## src/icc_pkg.sv

```systemverilog
/*
 * icc_pkg: shared constants and types for the input check configuration
 * block. Assumes nothing beyond a SystemVerilog compiler.
 */
package icc_pkg;

    // register port geometry
    localparam int unsigned ADDR_W    = 7;
    localparam int unsigned REG_W     = 16;
    localparam logic [6:0]  CFG_ADDR  = 7'h01;
    localparam logic [15:0] CFG_RESET = 16'h040e;
    // bits 14, 13 and 0 are never stored and read as zero
    localparam logic [15:0] CFG_WMASK = 16'h9ffe;

    // field positions of the configuration word
    localparam int unsigned B_PATTERN_TEST = 15;
    localparam int unsigned B_AUTO_CLEAR   = 12;
    localparam int unsigned B_PARITY_ODD   = 11;
    localparam int unsigned B_PARITY_ENA   = 10;
    localparam int unsigned B_PARITY_DUAL  = 9;
    localparam int unsigned B_REV_IFACE    = 8;
    localparam int unsigned B_CHAN_A_INV   = 7;
    localparam int unsigned B_CHAN_D_INV   = 4;
    localparam int unsigned B_GAP_TWO_ENA  = 3;
    localparam int unsigned B_GAP_ONE_ENA  = 2;
    localparam int unsigned B_COLLIDE_ENA  = 1;

    // data path geometry
    localparam int unsigned BUS_W   = 32;
    localparam int unsigned CHAN_W  = 16;
    localparam int unsigned N_CHAN  = 4;
    localparam int unsigned SIDE_W  = 6;
    localparam int unsigned PIN_W   = BUS_W + SIDE_W + 1;

    // good-sample run that clears latched alarms
    localparam logic [6:0] GOOD_RUN = 7'd64;

    // pattern checker expects this 8-word loop, restarted by sync
    localparam int unsigned PAT_N = 8;
    localparam logic [7:0][31:0] PATTERN = {
        32'h7a7a_b6b6, 32'hb6b6_7a7a, 32'heaea_4545, 32'h4545_eaea,
        32'h1a1a_1616, 32'h1616_1a1a, 32'haaaa_c6c6, 32'hc6c6_aaaa};

    // side inputs: two half-cycle samples per pin pair
    typedef struct packed {
        logic [1:0] parity;
        logic [1:0] sync;
        logic [1:0] strobe;
    } icc_side_t;

    // latched alarm flags
    typedef struct packed {
        logic pattern;
        logic parity;
        logic gap_two;
        logic gap_one;
        logic collision;
    } icc_alarm_t;

    typedef enum logic [2:0] {
        LANE_WAIT = 3'b001,
        LANE_AB   = 3'b010,
        LANE_CD   = 3'b100
    } icc_lane_t;

endpackage

```

## src/icc_sync2.sv

```systemverilog
/*
 * icc_sync2: two-flop synchroniser for pin inputs.
 * Assumes the inputs are quasi-static relative to clock_i or that the
 * source is source-synchronous so a one-cycle skew is harmless.
 */
`timescale 1ns/1ps
`default_nettype none
module icc_sync2 #(
    parameter int unsigned W = 1
) (
    input  wire logic         clock_i,
    input  wire logic         srst_i,
    input  wire logic [W-1:0] async_i,
    output logic      [W-1:0] sync_o
);

    logic [W-1:0] meta_ff;
    logic [W-1:0] sync_ff;

    // first stage is read only by the second stage
    always_ff @(posedge clock_i) begin
        if (srst_i) begin
            meta_ff <= '0;
            sync_ff <= '0;
        end else begin
            meta_ff <= async_i;
            sync_ff <= meta_ff;
        end
    end

    assign sync_o = sync_ff;

endmodule
`default_nettype wire

```

## src/icc_parity.sv

```systemverilog
/*
 * icc_parity: combinational single/dual parity check of one bus word.
 * Assumes the caller registers the error result.
 */
`timescale 1ns/1ps
`default_nettype none
module icc_parity (
    input  wire logic [31:0] word_i,
    input  wire logic [1:0]  par_i,
    input  wire logic        enable_i,
    input  wire logic        dual_i,
    input  wire logic        odd_i,
    output logic             error_o
);

    logic err_hi;
    logic err_lo;
    logic err_all;

    // sense selects check
    // ones in data plus parity bit must be even (0) or odd (1)
    assign err_hi  = (^{word_i[31:16], par_i[1]}) ^ odd_i;
    assign err_lo  = (^{word_i[15:0], par_i[0]}) ^ odd_i;
    assign err_all = (^{word_i, par_i[0]}) ^ odd_i;

    always_comb begin
        if (!enable_i) begin
            error_o = 1'b0;
        end else if (dual_i) begin
            error_o = err_hi | err_lo;
        end else begin
            error_o = err_all;
        end
    end

endmodule
`default_nettype wire

```

## src/icc_input_interface_check_config.sv

```systemverilog
/*
 * icc_input_interface_check_config: the input-side configuration word
 * and the logic it steers: pattern checker, parity check, side input
 * rotation, channel inversion, FIFO alarm enables and alarm auto-clear.
 * Assumes a serial interface decoder on clock_i drives the register
 * port, FIFO pointer comparators on clock_i drive the gap events, and
 * the data bus and side pairs arrive as pins from outside this clock.
 */
`timescale 1ns/1ps
`default_nettype none
// Operation
// - pattern-test bit runs the input pattern checker instead of normal use
// - pattern test keeps outputs off despite both transmit enables
// - auto-clear bit clears latched alarms after 64 consecutive good samples
// - parity sense: zero checks even parity, one checks odd
// - parity enable checks every word against parity pair; resets to one
// - dual bit selects dual parity, otherwise single parity
// - dual parity acts only while parity enable is set
// - reversal bit: sync acts as strobe, parity as sync, strobe as parity
// - bits 7 to 4 invert channel A to D output codes
// - enable bit passes the pointers-two-apart FIFO alarm
// - enable bit passes the pointers-one-apart FIFO alarm
// - enable bit passes the pointer collision FIFO alarm
// - register at 0x01 resets to 0x040e
module icc_input_interface_check_config (
    input  wire logic                     clock_i,
    input  wire logic                     srst_i,
    // register port from the serial interface decoder
    input  wire logic                     reg_wr_i,
    input  wire logic                     reg_rd_i,
    input  wire logic [6:0]               reg_addr_i,
    input  wire logic [15:0]              reg_wdata_i,
    output logic      [15:0]              reg_rdata_o,
    // pins from the data source
    input  wire logic [31:0]              data_bus_i,
    input  wire logic [1:0]               parity_input_pair_i,
    input  wire logic [1:0]               sync_input_pair_i,
    input  wire logic [1:0]               frame_strobe_pair_i,
    input  wire logic                     transmit_enable_pin_i,
    // same-clock controls and FIFO events
    input  wire logic                     sif_tx_enable_i,
    input  wire logic                     alarm_clear_i,
    input  wire logic                     fifo_gap_two_i,
    input  wire logic                     fifo_gap_one_i,
    input  wire logic                     fifo_collision_i,
    // results
    output logic      [15:0]              chan_a_o,
    output logic      [15:0]              chan_b_o,
    output logic      [15:0]              chan_c_o,
    output logic      [15:0]              chan_d_o,
    output logic                          outputs_active_o,
    output icc_pkg::icc_alarm_t           alarm_o
);

    logic [15:0]          cfg_ff;
    logic [15:0]          rdata_ff;
    logic [38:0]          pins_sync;
    logic [31:0]          word;
    icc_pkg::icc_side_t   side_pin;
    icc_pkg::icc_side_t   side_fn;
    logic                 tx_pin;
    icc_pkg::icc_lane_t   lane_ff;
    icc_pkg::icc_lane_t   nxt_lane;
    logic [2:0]           pat_idx_ff;
    logic                 pattern_err;
    logic                 parity_err;
    logic                 sample_bad;
    logic [6:0]           good_cnt_ff;
    logic                 auto_clear;
    icc_pkg::icc_alarm_t  alarm_ff;
    icc_pkg::icc_alarm_t  alarm_set;
    logic                 active_ff;
    logic [3:0][15:0]     chan_ff;
    logic [3:0]           chan_inv;
    logic                 test_on;

    // configuration fields
    assign test_on = cfg_ff[icc_pkg::B_PATTERN_TEST];
    assign chan_inv = cfg_ff[icc_pkg::B_CHAN_A_INV:icc_pkg::B_CHAN_D_INV];

    // every pin passes two flops before any logic looks at it
    icc_sync2 #(
        .W (icc_pkg::PIN_W)
    ) u_pin_sync (
        .clock_i (clock_i),
        .srst_i  (srst_i),
        .async_i ({transmit_enable_pin_i, parity_input_pair_i,
                   sync_input_pair_i, frame_strobe_pair_i, data_bus_i}),
        .sync_o  (pins_sync)
    );

    assign word            = pins_sync[31:0];
    assign side_pin.strobe = pins_sync[33:32];
    assign side_pin.sync   = pins_sync[35:34];
    assign side_pin.parity = pins_sync[37:36];
    assign tx_pin          = pins_sync[38];

    // reserved bits dropped
    // reserved bits are masked on write so they can never steer logic
    always_ff @(posedge clock_i) begin
        if (srst_i) begin
            cfg_ff <= icc_pkg::CFG_RESET;
        end else if (reg_wr_i && reg_addr_i == icc_pkg::CFG_ADDR) begin
            cfg_ff <= reg_wdata_i & icc_pkg::CFG_WMASK;
        end
    end

    // read answer one cycle after the strobe; other addresses read zero
    always_ff @(posedge clock_i) begin
        if (srst_i) begin
            rdata_ff <= 16'h0000;
        end else if (reg_rd_i) begin
            if (reg_addr_i == icc_pkg::CFG_ADDR) begin
                rdata_ff <= cfg_ff;
            end else begin
                rdata_ff <= 16'h0000;
            end
        end
    end

    // side input rotation
    // a reversed bus also swaps which pair carries which function
    always_comb begin
        if (cfg_ff[icc_pkg::B_REV_IFACE]) begin
            side_fn.strobe = side_pin.sync;
            side_fn.sync   = side_pin.parity;
            side_fn.parity = side_pin.strobe;
        end else begin
            side_fn = side_pin;
        end
    end

    // lane tracker: word with strobe is A/B, the next one C/D
    always_comb begin
        nxt_lane = lane_ff;
        unique case (lane_ff)
            icc_pkg::LANE_WAIT: begin
                if (side_fn.strobe[0]) begin
                    nxt_lane = icc_pkg::LANE_CD;
                end
            end
            icc_pkg::LANE_AB: begin
                nxt_lane = icc_pkg::LANE_CD;
            end
            icc_pkg::LANE_CD: begin
                nxt_lane = icc_pkg::LANE_AB;
            end
        endcase
        // a strobe always realigns, so a lost word costs one pair
        if (side_fn.strobe[0]) begin
            nxt_lane = icc_pkg::LANE_CD;
        end
    end

    always_ff @(posedge clock_i) begin
        if (srst_i) begin
            lane_ff <= icc_pkg::LANE_WAIT;
        end else begin
            lane_ff <= nxt_lane;
        end
    end

    // pattern checker index
    // sync restarts the loop so source and checker agree on word zero
    always_ff @(posedge clock_i) begin
        if (srst_i) begin
            pat_idx_ff <= 3'h0;
        end else if (!test_on || side_fn.sync[0]) begin
            pat_idx_ff <= 3'h1;
        end else begin
            pat_idx_ff <= pat_idx_ff + 3'h1;
        end
    end

    always_comb begin
        pattern_err = 1'b0;
        if (test_on) begin
            if (side_fn.sync[0]) begin
                pattern_err = word != icc_pkg::PATTERN[0];
            end else begin
                pattern_err = word != icc_pkg::PATTERN[pat_idx_ff];
            end
        end
    end

    icc_parity u_parity (
        .word_i   (word),
        .par_i    (side_fn.parity),
        .enable_i (cfg_ff[icc_pkg::B_PARITY_ENA]),
        .dual_i   (cfg_ff[icc_pkg::B_PARITY_DUAL]),
        .odd_i    (cfg_ff[icc_pkg::B_PARITY_ODD]),
        .error_o  (parity_err)
    );

    assign sample_bad = pattern_err | parity_err;

    // good-sample run counter
    // counter saturates at the run length unless auto-clear fires and restarts it; any bad word starts it over
    always_ff @(posedge clock_i) begin
        if (srst_i) begin
            good_cnt_ff <= 7'h00;
        end else if (sample_bad || auto_clear) begin
            good_cnt_ff <= 7'h00;
        end else if (good_cnt_ff != icc_pkg::GOOD_RUN) begin
            good_cnt_ff <= good_cnt_ff + 7'h01;
        end
    end

    assign auto_clear = cfg_ff[icc_pkg::B_AUTO_CLEAR]
                        && good_cnt_ff == icc_pkg::GOOD_RUN;

    always_comb begin
        alarm_set.pattern   = pattern_err;
        alarm_set.parity    = parity_err;
        alarm_set.gap_two   = fifo_gap_two_i
                              & cfg_ff[icc_pkg::B_GAP_TWO_ENA];
        alarm_set.gap_one   = fifo_gap_one_i
                              & cfg_ff[icc_pkg::B_GAP_ONE_ENA];
        alarm_set.collision = fifo_collision_i
                              & cfg_ff[icc_pkg::B_COLLIDE_ENA];
    end

    // latched alarms cleared
    // a new event in the clearing cycle wins, so it is never lost
    always_ff @(posedge clock_i) begin
        if (srst_i) begin
            alarm_ff <= '0;
        end else if (alarm_clear_i || auto_clear) begin
            alarm_ff <= alarm_set;
        end else begin
            alarm_ff <= alarm_ff | alarm_set;
        end
    end

    // outputs off in test
    // pattern test overrides both the pin and the serial enable
    always_ff @(posedge clock_i) begin
        if (srst_i) begin
            active_ff <= 1'b0;
        end else begin
            active_ff <= tx_pin && sif_tx_enable_i && !test_on;
        end
    end

    // channel inversion
    // channel A is index 3 so it lines up with config bit 7
    generate
        for (genvar c = 0; c < 4; c++) begin : g_chan
            localparam bit IS_AB = (c >= 2);
            localparam int unsigned HI = (c % 2) * 16;
            always_ff @(posedge clock_i) begin
                if (srst_i) begin
                    chan_ff[c] <= 16'h0000;
                end else if (test_on) begin
                    chan_ff[c] <= 16'h0000;
                end else if ((IS_AB && nxt_lane == icc_pkg::LANE_CD
                              && lane_ff != icc_pkg::LANE_CD)
                             || (!IS_AB && lane_ff == icc_pkg::LANE_CD)) begin
                    chan_ff[c] <= word[HI+:16] ^ {16{chan_inv[c]}};
                end
            end
        end
    endgenerate

    // registered outputs
    assign reg_rdata_o      = rdata_ff;
    assign alarm_o          = alarm_ff;
    assign outputs_active_o = active_ff;
    assign chan_a_o         = chan_ff[3];
    assign chan_b_o         = chan_ff[2];
    assign chan_c_o         = chan_ff[1];
    assign chan_d_o         = chan_ff[0];

endmodule
`default_nettype wire

```

## config.mk

```make
export PLATFORM = sky130hd
export DESIGN_NAME = icc_input_interface_check_config
export DESIGN_NICKNAME = d
export VERILOG_FILES = /design/src/icc_pkg.sv /design/src/icc_sync2.sv /design/src/icc_parity.sv /design/src/icc_input_interface_check_config.sv
export SDC_FILE = /design/constraint.sdc
export NUM_CORES = 1
export LEC_CHECK = 0
export ABC_AREA = 1
export BUFFER_PORTS_ARGS = -buffer_cell sky130_fd_sc_hd__buf_2
export CAP_MARGIN = 25
export CORE_UTILIZATION = 55
export DETAILED_ROUTE_END_ITERATION = 7
export PLACE_DENSITY = 0.85
export SYNTH_ARGS = -nofsm -noshare
export SYNTH_HDL_FRONTEND = slang
export SYNTH_SLANG_ARGS = --single-unit
```

## constraint.sdc

```tcl
create_clock -name clock_i -period 2.7 [get_ports clock_i]
set_input_delay 0.675 -clock clock_i [delete_from_list [all_inputs] [get_ports clock_i]]
set_output_delay 0.675 -clock clock_i [all_outputs]
set_load 0.02 [all_outputs]
```

==> impl_metrics.toml, run 1 <==
[run_status]
outcome = "finished clean"

[global_routing]
met2_usage_pct = 37.6
track_usage_pct = 24.8
grt-ovfl-total = 0
grt_max_degree = 67
busiest_layer = "met2"
use_met3_pct = 4.93
grt_pass1_wl_um = 28900
grt_pass1_vias = 6047
use_met1_pct = 34.4
antenna_found_initial = 0

[synth]
synth_top_cell_by_area = "dfxtp_1"
yosys.cell_types.count = 37
synth_edf_count = 0
synthesis.area_um2 = 8010
synth_area_leaders = "dfxtp_1, nand2_1, nor2_1"
synth_seq_cells = 185
synth_ff_type = "dfxtp_1"
synth_top_area_share_pct = 46.3
synth_cells = 1089
synth_area_per_cell_um2 = 7.35
synthArstFlopShare_pct = 0
synth_warnings = 0
synth-seq-area-share_pct = 46.3

[setup_path]
crit_end = "good_cnt_ff[2]$_SDFFE_PP0P_"
max_stage_delay_ns = 0.50
startpoint = "pat_idx_ff[1]$_SDFF_PP0_"
critical_path_class = "flip-flop to flip-flop"
worstPathMaxFanout = 8
crit_family = "simple AND/OR/NAND/NOR gates"
cp_slowest_cell = "dfxtp_1"
reg2reg_from = "pat_idx_ff[1]$_SDFF_PP0_"
rrSetupSlack_ns = 0.34
crit_chain = "inv_1 > ha_1 > inv_1 > a21oi_1 > nand2_1 > xor2_1 > nor2_1 > nand4_1 > nor2_1 > nand2_1 > a21boi_2 > nand2_2 > nor2_1"
reg2regPathDepth = 13
worstPathArrival_ns = 2.73
worstReg2RegEnd = "good_cnt_ff[2]$_SDFFE_PP0P_"
critPathBufInv = 2
crit_cells = 13
start_kind = "flip-flop"
critPathRequiredTime_ns = 3.07
cp-end-kind = "flip-flop"
crit_top_cell = "nor2_1"

[clocking]
cts_hold_buf = 0
root_buffer = "clkbuf_16"
cts_buffers = 17
clock_path_buffers = 2
clk_pin_slew_worst_paths_ns = 0.07
htreeDepth = 4
clkSinkCount = 185
clk_latency_ns = 0.43
cts_tree = "built"
cts_setup_buffers = 0
cts_resized = 0

[sta]
slew_headroom_pct = 37.0
timing.final.crit_share_pct = 87.6
rsz0062_at_grt = "no"
period_needed_ns = 2.36
finalClockSkew_ns = 0.0104
setup_viol = 0
max_freq_ghz = 0.423
slew_viol_final = 0
worstMarginPinSlew_ns = 0.944
fin_hold_ws_ns = 0.398
hold_viol_final = 0
final.setup.tns_ns = 0

[detailed_routing]
drc = 0
drt_first_pass_iters = 5
drt_iter0_markers = 463
wire_per_inst_um = 12.8
vias = 6957
wirelength_um = 17900
vias_per_cell = 4.97
antenna_left = 0

[final_layout]
finalInstanceArea_um2 = 9430
fin_nets = 1282
drive_gt1_share_pct = 17.1
area_delta_synth_final_pct = 17.8
final_core_util_pct = 67.2
finalNonFillerCells = 1399
antenna_cells = 0
fill_cells = 1206
mostFrequentLayoutCells = "nand2_1, dfxtp_1, nor2_1"
mostFrequentLayoutCell = "nand2_1"

[placement]
place_inst = 1367
dp_hpwl_um = 12900
portBuffers = 149
place_area_um2 = 8830
place_congestion = 0.897

[die]
rows = 43
start_util_pct = 57.0
core-area_um2 = 14000
die_w_um = 123
die_area_um2 = 15000
pin_count = 157
fp.dieH_um = 123

[pwr]
p_leak_nw = 4.34
power_density_nw_per_um2 = 649
peakVddDrop_uv = 403

[job]
drv_cap = 0

[worst_hold_path]
hp-class = "flip-flop to flip-flop"
==> where the power goes <==
part	switching, mW	internal, mW
clock network	1.11	1.41
logic	0.410	0.245
registers	0.0968	2.84
total	1.62	4.50
==> through the flow <==
step                      total power [mW]  setup WS [ns]
after floorplan                       3.44          0.743
after global placement                3.63          0.447
after detailed placement              3.65          0.343
after CTS                             6.15          0.312
after global routing                  6.35          0.108
final                                 6.12          0.336
==> state kept, by name (all words and copies together) (netlist names) <==
name                cells
reg_rdata_o            13
good_cnt_ff             7
u_pin_sync.meta_ff     38
chan_d_o               16
lane_ff                 3
chan_c_o               16
alarm_o                 5
cfg_ff                 13
chan_a_o               16
pat_idx_ff              3
outputs_active_o        1
chan_b_o               16
u_pin_sync.sync_o      38
==> synthesized netlist by cell type, types with 3 or more instances <==
| library cell | count |
|---|---|
| xnor2_1 | 38 |
| nand2_2 | 4 |
| buf_2 | 9 |
| ha_1 | 5 |
| buf_1 | 6 |
| dfxtp_1 | 185 |
| a21oi_1 | 39 |
| a311oi_1 | 31 |
| nor2_1 | 168 |
| nand4_1 | 3 |
| xor2_1 | 25 |
| o21ai_0 | 33 |
| buf_4 | 3 |
| inv_1 | 143 |
| a211oi_1 | 33 |
| nand3_1 | 40 |
| clkbuf_2 | 7 |
| nand2_1 | 256 |
| clkbuf_1 | 39 |
==> tightest hold or removal path: cells and delay by family (launching register included) <==
| kind | cells | cell delay, ns |
|---|---|---|
| buffers and inverters | 1 | 0.04 |
| DFF | 1 | 0.30 |
| and+or+nand+nor | 1 | 0.03 |
==> worst min-delay path by stage <==
stage | start | cells after the start | to
final | u_pin_sync.meta_ff[21]$_SDFF_PP0_ | 2 | u_pin_sync.sync_o[21]$_SDFF_PP0_
after global routing | u_pin_sync.meta_ff[21]$_SDFF_PP0_ | 2 | u_pin_sync.sync_o[21]$_SDFF_PP0_
after CTS | u_pin_sync.meta_ff[21]$_SDFF_PP0_ | 2 | u_pin_sync.sync_o[21]$_SDFF_PP0_
after detailed placement | u_pin_sync.meta_ff[11]$_SDFF_PP0_ | 2 | u_pin_sync.sync_o[11]$_SDFF_PP0_
after global placement | u_pin_sync.meta_ff[27]$_SDFF_PP0_ | 2 | u_pin_sync.sync_o[27]$_SDFF_PP0_
after floorplan | u_pin_sync.meta_ff[0]$_SDFF_PP0_ | 2 | u_pin_sync.sync_o[0]$_SDFF_PP0_
==> per-layer routing <==
layer / up-vias / share of wire [%]
met4: 0 / 2.3
met3: 36 / 7.8
met5: - / 0
li1: 3611 / -
met2: 266 / 44
met1: 3044 / 46
==> final cells by class <==
class / instances / area [µm²] / area share [%]
well taps: 180 / 225 / 2.39
clock buffers: 18 / 439 / 4.66
flip-flops and latches: 185 / 3700 / 39.3
multi-input cells: 695 / 3490 / 37.0
clock inverters: 14 / 159 / 1.69
repair buffers: 160 / 853 / 9.05
inverters: 147 / 557 / 5.90
==> cell families after synthesis <==
kind of cell | count (synthesis) | share of synthesized area (%)
XOR/XNOR | 63 | 6.89
AND/OR/NAND/NOR | 483 | 24.2
other | 1 | 0.0468
flip-flops | 185 | 46.2
AO/OA/AOI/OAI | 141 | 11.5
adder cells (fa/ha/maj) | 5 | 0.781
buffers and inverters | 211 | 10.3
No activity file was read; power rests on OpenSTA's default activity.
==> run 2, diff against run 1 <==
CELL_PAD_IN_SITES_DETAIL_PLACEMENT = 2   (was not set)
CELL_PAD_IN_SITES_GLOBAL_PLACEMENT = 2   (was not set)
CORE_UTILIZATION = 31   (was 55)
==> impl_metrics.toml, run 2 (same netlist as run 1, synthesis figures left out) <==
[setup_path]
crit_family = "simple AND/OR/NAND/NOR gates"
critPathRequiredTime_ns = 3.07
critical_path_class = "flip-flop to flip-flop"
max_stage_delay_ns = 0.41
cp-end-kind = "flip-flop"
worstReg2RegEnd = "good_cnt_ff[5]$_SDFFE_PP0P_"
reg2reg_from = "pat_idx_ff[0]$_SDFF_PP0_"
critPathBufInv = 1
reg2regPathDepth = 12
start_kind = "flip-flop"
worstPathMaxFanout = 7
startpoint = "pat_idx_ff[0]$_SDFF_PP0_"
worstPathArrival_ns = 2.84
cp_slowest_cell = "dfxtp_2"
rrSetupSlack_ns = 0.23
crit_chain = "inv_1 > ha_1 > a21oi_1 > nand2_2 > xor2_1 > nor3_2 > nand2_1 > nor2_1 > nand2_1 > a21boi_2 > nand2_2 > nor2_1"

[sta]
slew_headroom_pct = 32.0
setup_ws_ns = 0.234
fin_hold_ws_ns = 0.406
slew_viol_final = 0
finalClockSkew_ns = 0.0166
period_needed_ns = 2.47
rsz0062_at_grt = "no"
max_freq_ghz = 0.406
hold_viol_final = 0
setup_viol = 0
worstMarginPinSlew_ns = 1.02
timing.final.crit_share_pct = 91.3
final.setup.tns_ns = 0

[die]
die_area_um2 = 26500
core-area_um2 = 25300
start_util_pct = 31.7
fp.dieH_um = 163
pin_count = 157
rows = 58
die_w_um = 163

[clocking]
clock_path_buffers = 2
clk_latency_ns = 0.44
cts_buffers = 17
cts_tree = "built"
root_buffer = "clkbuf_16"
cts_hold_buf = 0
htreeDepth = 4
clk_pin_slew_worst_paths_ns = 0.08
clkSinkCount = 185

[pwr]
switching_share_pct = 28.3
seqPwrFrac_pct = 47.5
power_density_nw_per_um2 = 643
peakVddDrop_uv = 292
power_mw = 6.21
p_leak_nw = 4.36
clockPowerShare_pct = 41.2
power.internal_mw = 4.45
power.switching_mw = 1.76
combinationalPowerShare_pct = 11.3

[detailed_routing]
wirelength_um = 26100
drc = 0
antenna_left = 0
vias = 7299
drt_first_pass_iters = 4
wire_per_inst_um = 16.9
drt_iter0_markers = 342
vias_per_cell = 4.71

[global_routing]
track_usage_pct = 20.5
grt_max_degree = 88
grt_pass1_vias = 7881
grt-ovfl-total = 0
antenna_found_initial = 0
grt_pass1_wl_um = 42000

[final_layout]
finalNonFillerCells = 1550
area_delta_synth_final_pct = 20.6
drive_gt1_share_pct = 17.3
mostFrequentLayoutCells = "nand2_1, dfxtp_1, nor2_1"
finalInstanceArea_um2 = 9660
seq_area_um2 = 3710
fin_nets = 1283
multiInputGateArea_um2 = 3490
mostFrequentLayoutCell = "nand2_1"
fill_cells = 2973
final_core_util_pct = 38.2
antenna_cells = 0

[placement]
place_area_um2 = 9060
portBuffers = 149
place_congestion = 0.840
post-place-ws_ns = 0.178
dp_hpwl_um = 19300
place_inst = 1518

[worst_hold_path]
holdPathStages = 2
min_to = "u_pin_sync.sync_o[29]$_SDFF_PP0_"
hp-class = "flip-flop to flip-flop"
min_from = "u_pin_sync.meta_ff[29]$_SDFF_PP0_"

[job]
drv_cap = 0

[run_status]
outcome = "finished clean"
-- run 2: power groups by stage --
| stage | logic [mW] | clock network (mW) | registers, mW |
|---|---|---|---|
| 6_report | 0.705 | 2.56 | 2.95 |
| 5_1_grt | 0.794 | 2.75 | 2.96 |
| 4_1_cts | 0.715 | 2.61 | 2.95 |
| 3_5_place_dp | 0.703 | 0 | 3.01 |
| 3_3_place_gp | 0.664 | 0 | 3.01 |
| 2_1_floorplan | 0.422 | 0 | 3.02 |
-- run 2: final cells by class --
cell class              instances  area share, %
multi-input cells             695           36.2
repair buffers                161           9.30
clock inverters                12           1.36
flip-flops and latches        185           38.4
well taps                     330           4.28
inverters                     147           5.77
clock buffers                  20           4.73
-- run 2: worst reg2reg max path: cells and delay by family (launching register included) --
| kind | cells | cell delay [ns] |
|---|---|---|
| buffers and inverters | 1 | 0.13 |
| adder cells (fa/ha/maj) | 1 | 0.33 |
| flip-flops | 1 | 0.41 |
| AND/OR/NAND/NOR | 7 | 1.02 |
| AO/OA/AOI/OAI | 2 | 0.35 |
| XOR/XNOR | 1 | 0.16 |
-- run 2: what timing repair did --
action	in CTS	in global routing
buffers inserted	0	0
resized for setup	0	2
setup endpoints to repair	0	7
-- run 2: per-layer routing --
layer  share of wire (%)  vias to the layer above  GRT usage (%)
li1                    -                     3614              -
met1                  46                     3497           26.7
met2                  48                      147           34.6
met3                 3.8                       41           2.72
met4                 2.1                        0           7.22
met5                   0                        -              0
-- run 2: how the worst max path moves through the flow --
stage / end / slack, ns / cells after the start
final: good_cnt_ff[5]$_SDFFE_PP0P_ / 0.23 / 12
after global placement: good_cnt_ff[1]$_SDFFE_PP0P_ / 0.36 / 12
after detailed placement: good_cnt_ff[5]$_SDFFE_PP0P_ / 0.18 / 12
after CTS: good_cnt_ff[5]$_SDFFE_PP0P_ / 0.13 / 12
after floorplan: good_cnt_ff[0]$_SDFFE_PP0P_ / 0.74 / 12
after global routing: good_cnt_ff[5]$_SDFFE_PP0P_ / 0.06 / 12
==> run 3, diff against run 2 <==
CORE_UTILIZATION = 32   (was 31)
CTS_BUF_LIST = sky130_fd_sc_hd__clkbuf_8   (was not set)
PLACE_DENSITY = 0.87   (was 0.85)
==> impl_metrics.toml, run 3 (same netlist as run 1, synthesis figures left out) <==
[run_status]
outcome = "finished clean"

[sta]
worstMarginPinSlew_ns = 0.738
fin_hold_ws_ns = 0.387
timing.final.crit_share_pct = 93.4
rsz0062_at_grt = "no"
slew_headroom_pct = 50.7
final.setup.tns_ns = 0
max_freq_ghz = 0.397
period_needed_ns = 2.52
slew_viol_final = 0
setup_viol = 0
hold_viol_final = 0
finalClockSkew_ns = 0.0177

[setup_path]
cp-end-kind = "flip-flop"
worstReg2RegEnd = "good_cnt_ff[3]$_SDFFE_PP0P_"
worstPathMaxFanout = 8
reg2reg_from = "pat_idx_ff[1]$_SDFF_PP0_"
reg2regPathDepth = 13
critical_path_class = "flip-flop to flip-flop"
start_kind = "flip-flop"
worstPathArrival_ns = 2.94
startpoint = "pat_idx_ff[1]$_SDFF_PP0_"
critPathRequiredTime_ns = 3.11
crit_end = "good_cnt_ff[3]$_SDFFE_PP0P_"
rrSetupSlack_ns = 0.18

[clocking]
clk_latency_ns = 0.49
root_buffer = "clkbuf_8"
clk_pin_slew_worst_paths_ns = 0.11
clkSinkCount = 185
htreeDepth = 4
clock_path_buffers = 2
cts_setup_buffers = 0
cts_tree = "built"
cts_buffers = 17

[job]
drv_cap = 0

[global_routing]
grt_pass1_vias = 7981
grt_max_degree = 67
antenna_found_initial = 0
grt-ovfl-total = 0
grt_pass1_wl_um = 42500
track_usage_pct = 21.0

[final_layout]
drive_gt1_share_pct = 17.4
antenna_cells = 0
area_delta_synth_final_pct = 18.0
mostFrequentLayoutCells = "nand2_1, dfxtp_1, nor2_1"
fin_nets = 1285
finalNonFillerCells = 1546
mostFrequentLayoutCell = "nand2_1"
fill_cells = 2902

[worst_hold_path]
min_from = "data_bus_i[0]"
hp-class = "input port to flip-flop"

[die]
start_util_pct = 32.7
core-area_um2 = 24500
die_area_um2 = 25700
fp.dieH_um = 160
rows = 57
pin_count = 157
die_w_um = 160

[pwr]
peakVddDrop_uv = 330
power_mw = 5.57
p_leak_nw = 4.27
power_density_nw_per_um2 = 589

[placement]
place_inst = 1514
portBuffers = 149
dp_hpwl_um = 19200
place_congestion = 0.824

[detailed_routing]
vias = 7388
wirelength_um = 26000
wire_per_inst_um = 16.8
antenna_left = 0
drt_first_pass_iters = 4
vias_per_cell = 4.78
drc = 0
drt_iter0_markers = 309
-- run 3: cell types whose count changed in the layout (fill, tap and decap cells not counted), sizes merged --
cell / change
buf: +2
clkinv: +2
clkbuf: -3
inv: +1
-- run 3: stage by stage --
step                setup slack, ns  util [%]  area [µm²]
floorplan                     0.743         -        8020
global placement              0.348      37.0        9060
detailed placement            0.195      37.0        9060
CTS                           0.157      38.6        9450
global route                 0.0151      38.6        9450
finish                        0.178      38.6        9450
-- run 3: layout make-up --
class                           count  area [µm²]  share of cell area (%)
Multi-Input combinational cell    695        3490                    37.0
Sequential cell                   185        3700                    39.2
Clock buffer                       17         234                    2.48
Tap cell                          324         405                    4.29
Timing Repair Buffer              163         901                    9.53
Clock inverter                     15         155                    1.64
Inverter                          147         557                    5.89
-- run 3: worst max-delay path, cell delays in order, from the launching register on --
cell      delay, ns
dfxtp_1        0.54
inv_1          0.12
ha_1           0.32
inv_1          0.06
a21oi_1        0.15
nand2_1        0.12
xor2_1         0.16
nor2_1         0.15
nand4_1        0.13
nor2_1         0.15
nand2_1        0.15
a21boi_2       0.16
nand2_2        0.13
nor2_1         0.14
-- run 3: how the worst min path moves through the flow --
stage	depth (start not counted)	to	slack, ns
floorplan	2	u_pin_sync.sync_o[0]$_SDFF_PP0_	0.39
global placement	2	u_pin_sync.sync_o[38]$_SDFF_PP0_	0.39
detailed placement	2	u_pin_sync.sync_o[30]$_SDFF_PP0_	0.40
CTS	3	cfg_ff[1]$_SDFFE_PP1P_	0.37
global route	3	cfg_ff[1]$_SDFFE_PP1P_	0.37
finish	3	u_pin_sync.meta_ff[0]$_SDFF_PP0_	0.39
-- run 3: layer usage --
layer,global-route usage [%],share of wire [%],routed length [µm]
met5,0,0,0
met4,7.71,2.1,559
met3,3.22,3.5,924
met2,36.3,49,12700
met1,26.4,46,11900
-- run 3: repair_timing --
item,in CTS,in global routing
endpoints found under the hold margin,0,0
hold buffers,0,0
gates resized for setup,0,1
setup endpoints to repair,0,2
-- run 3: where the power goes --
| part | internal (mW) | switching [mW] | leakage (nW) | total [mW] |
|---|---|---|---|---|
| Clock | 0.767 | 1.14 | 0.198 | 1.91 |
| Combinational | 0.248 | 0.464 | 2.56 | 0.712 |
| Sequential | 2.84 | 0.0983 | 1.52 | 2.94 |
| Total | 3.86 | 1.71 | 4.27 | 5.57 |
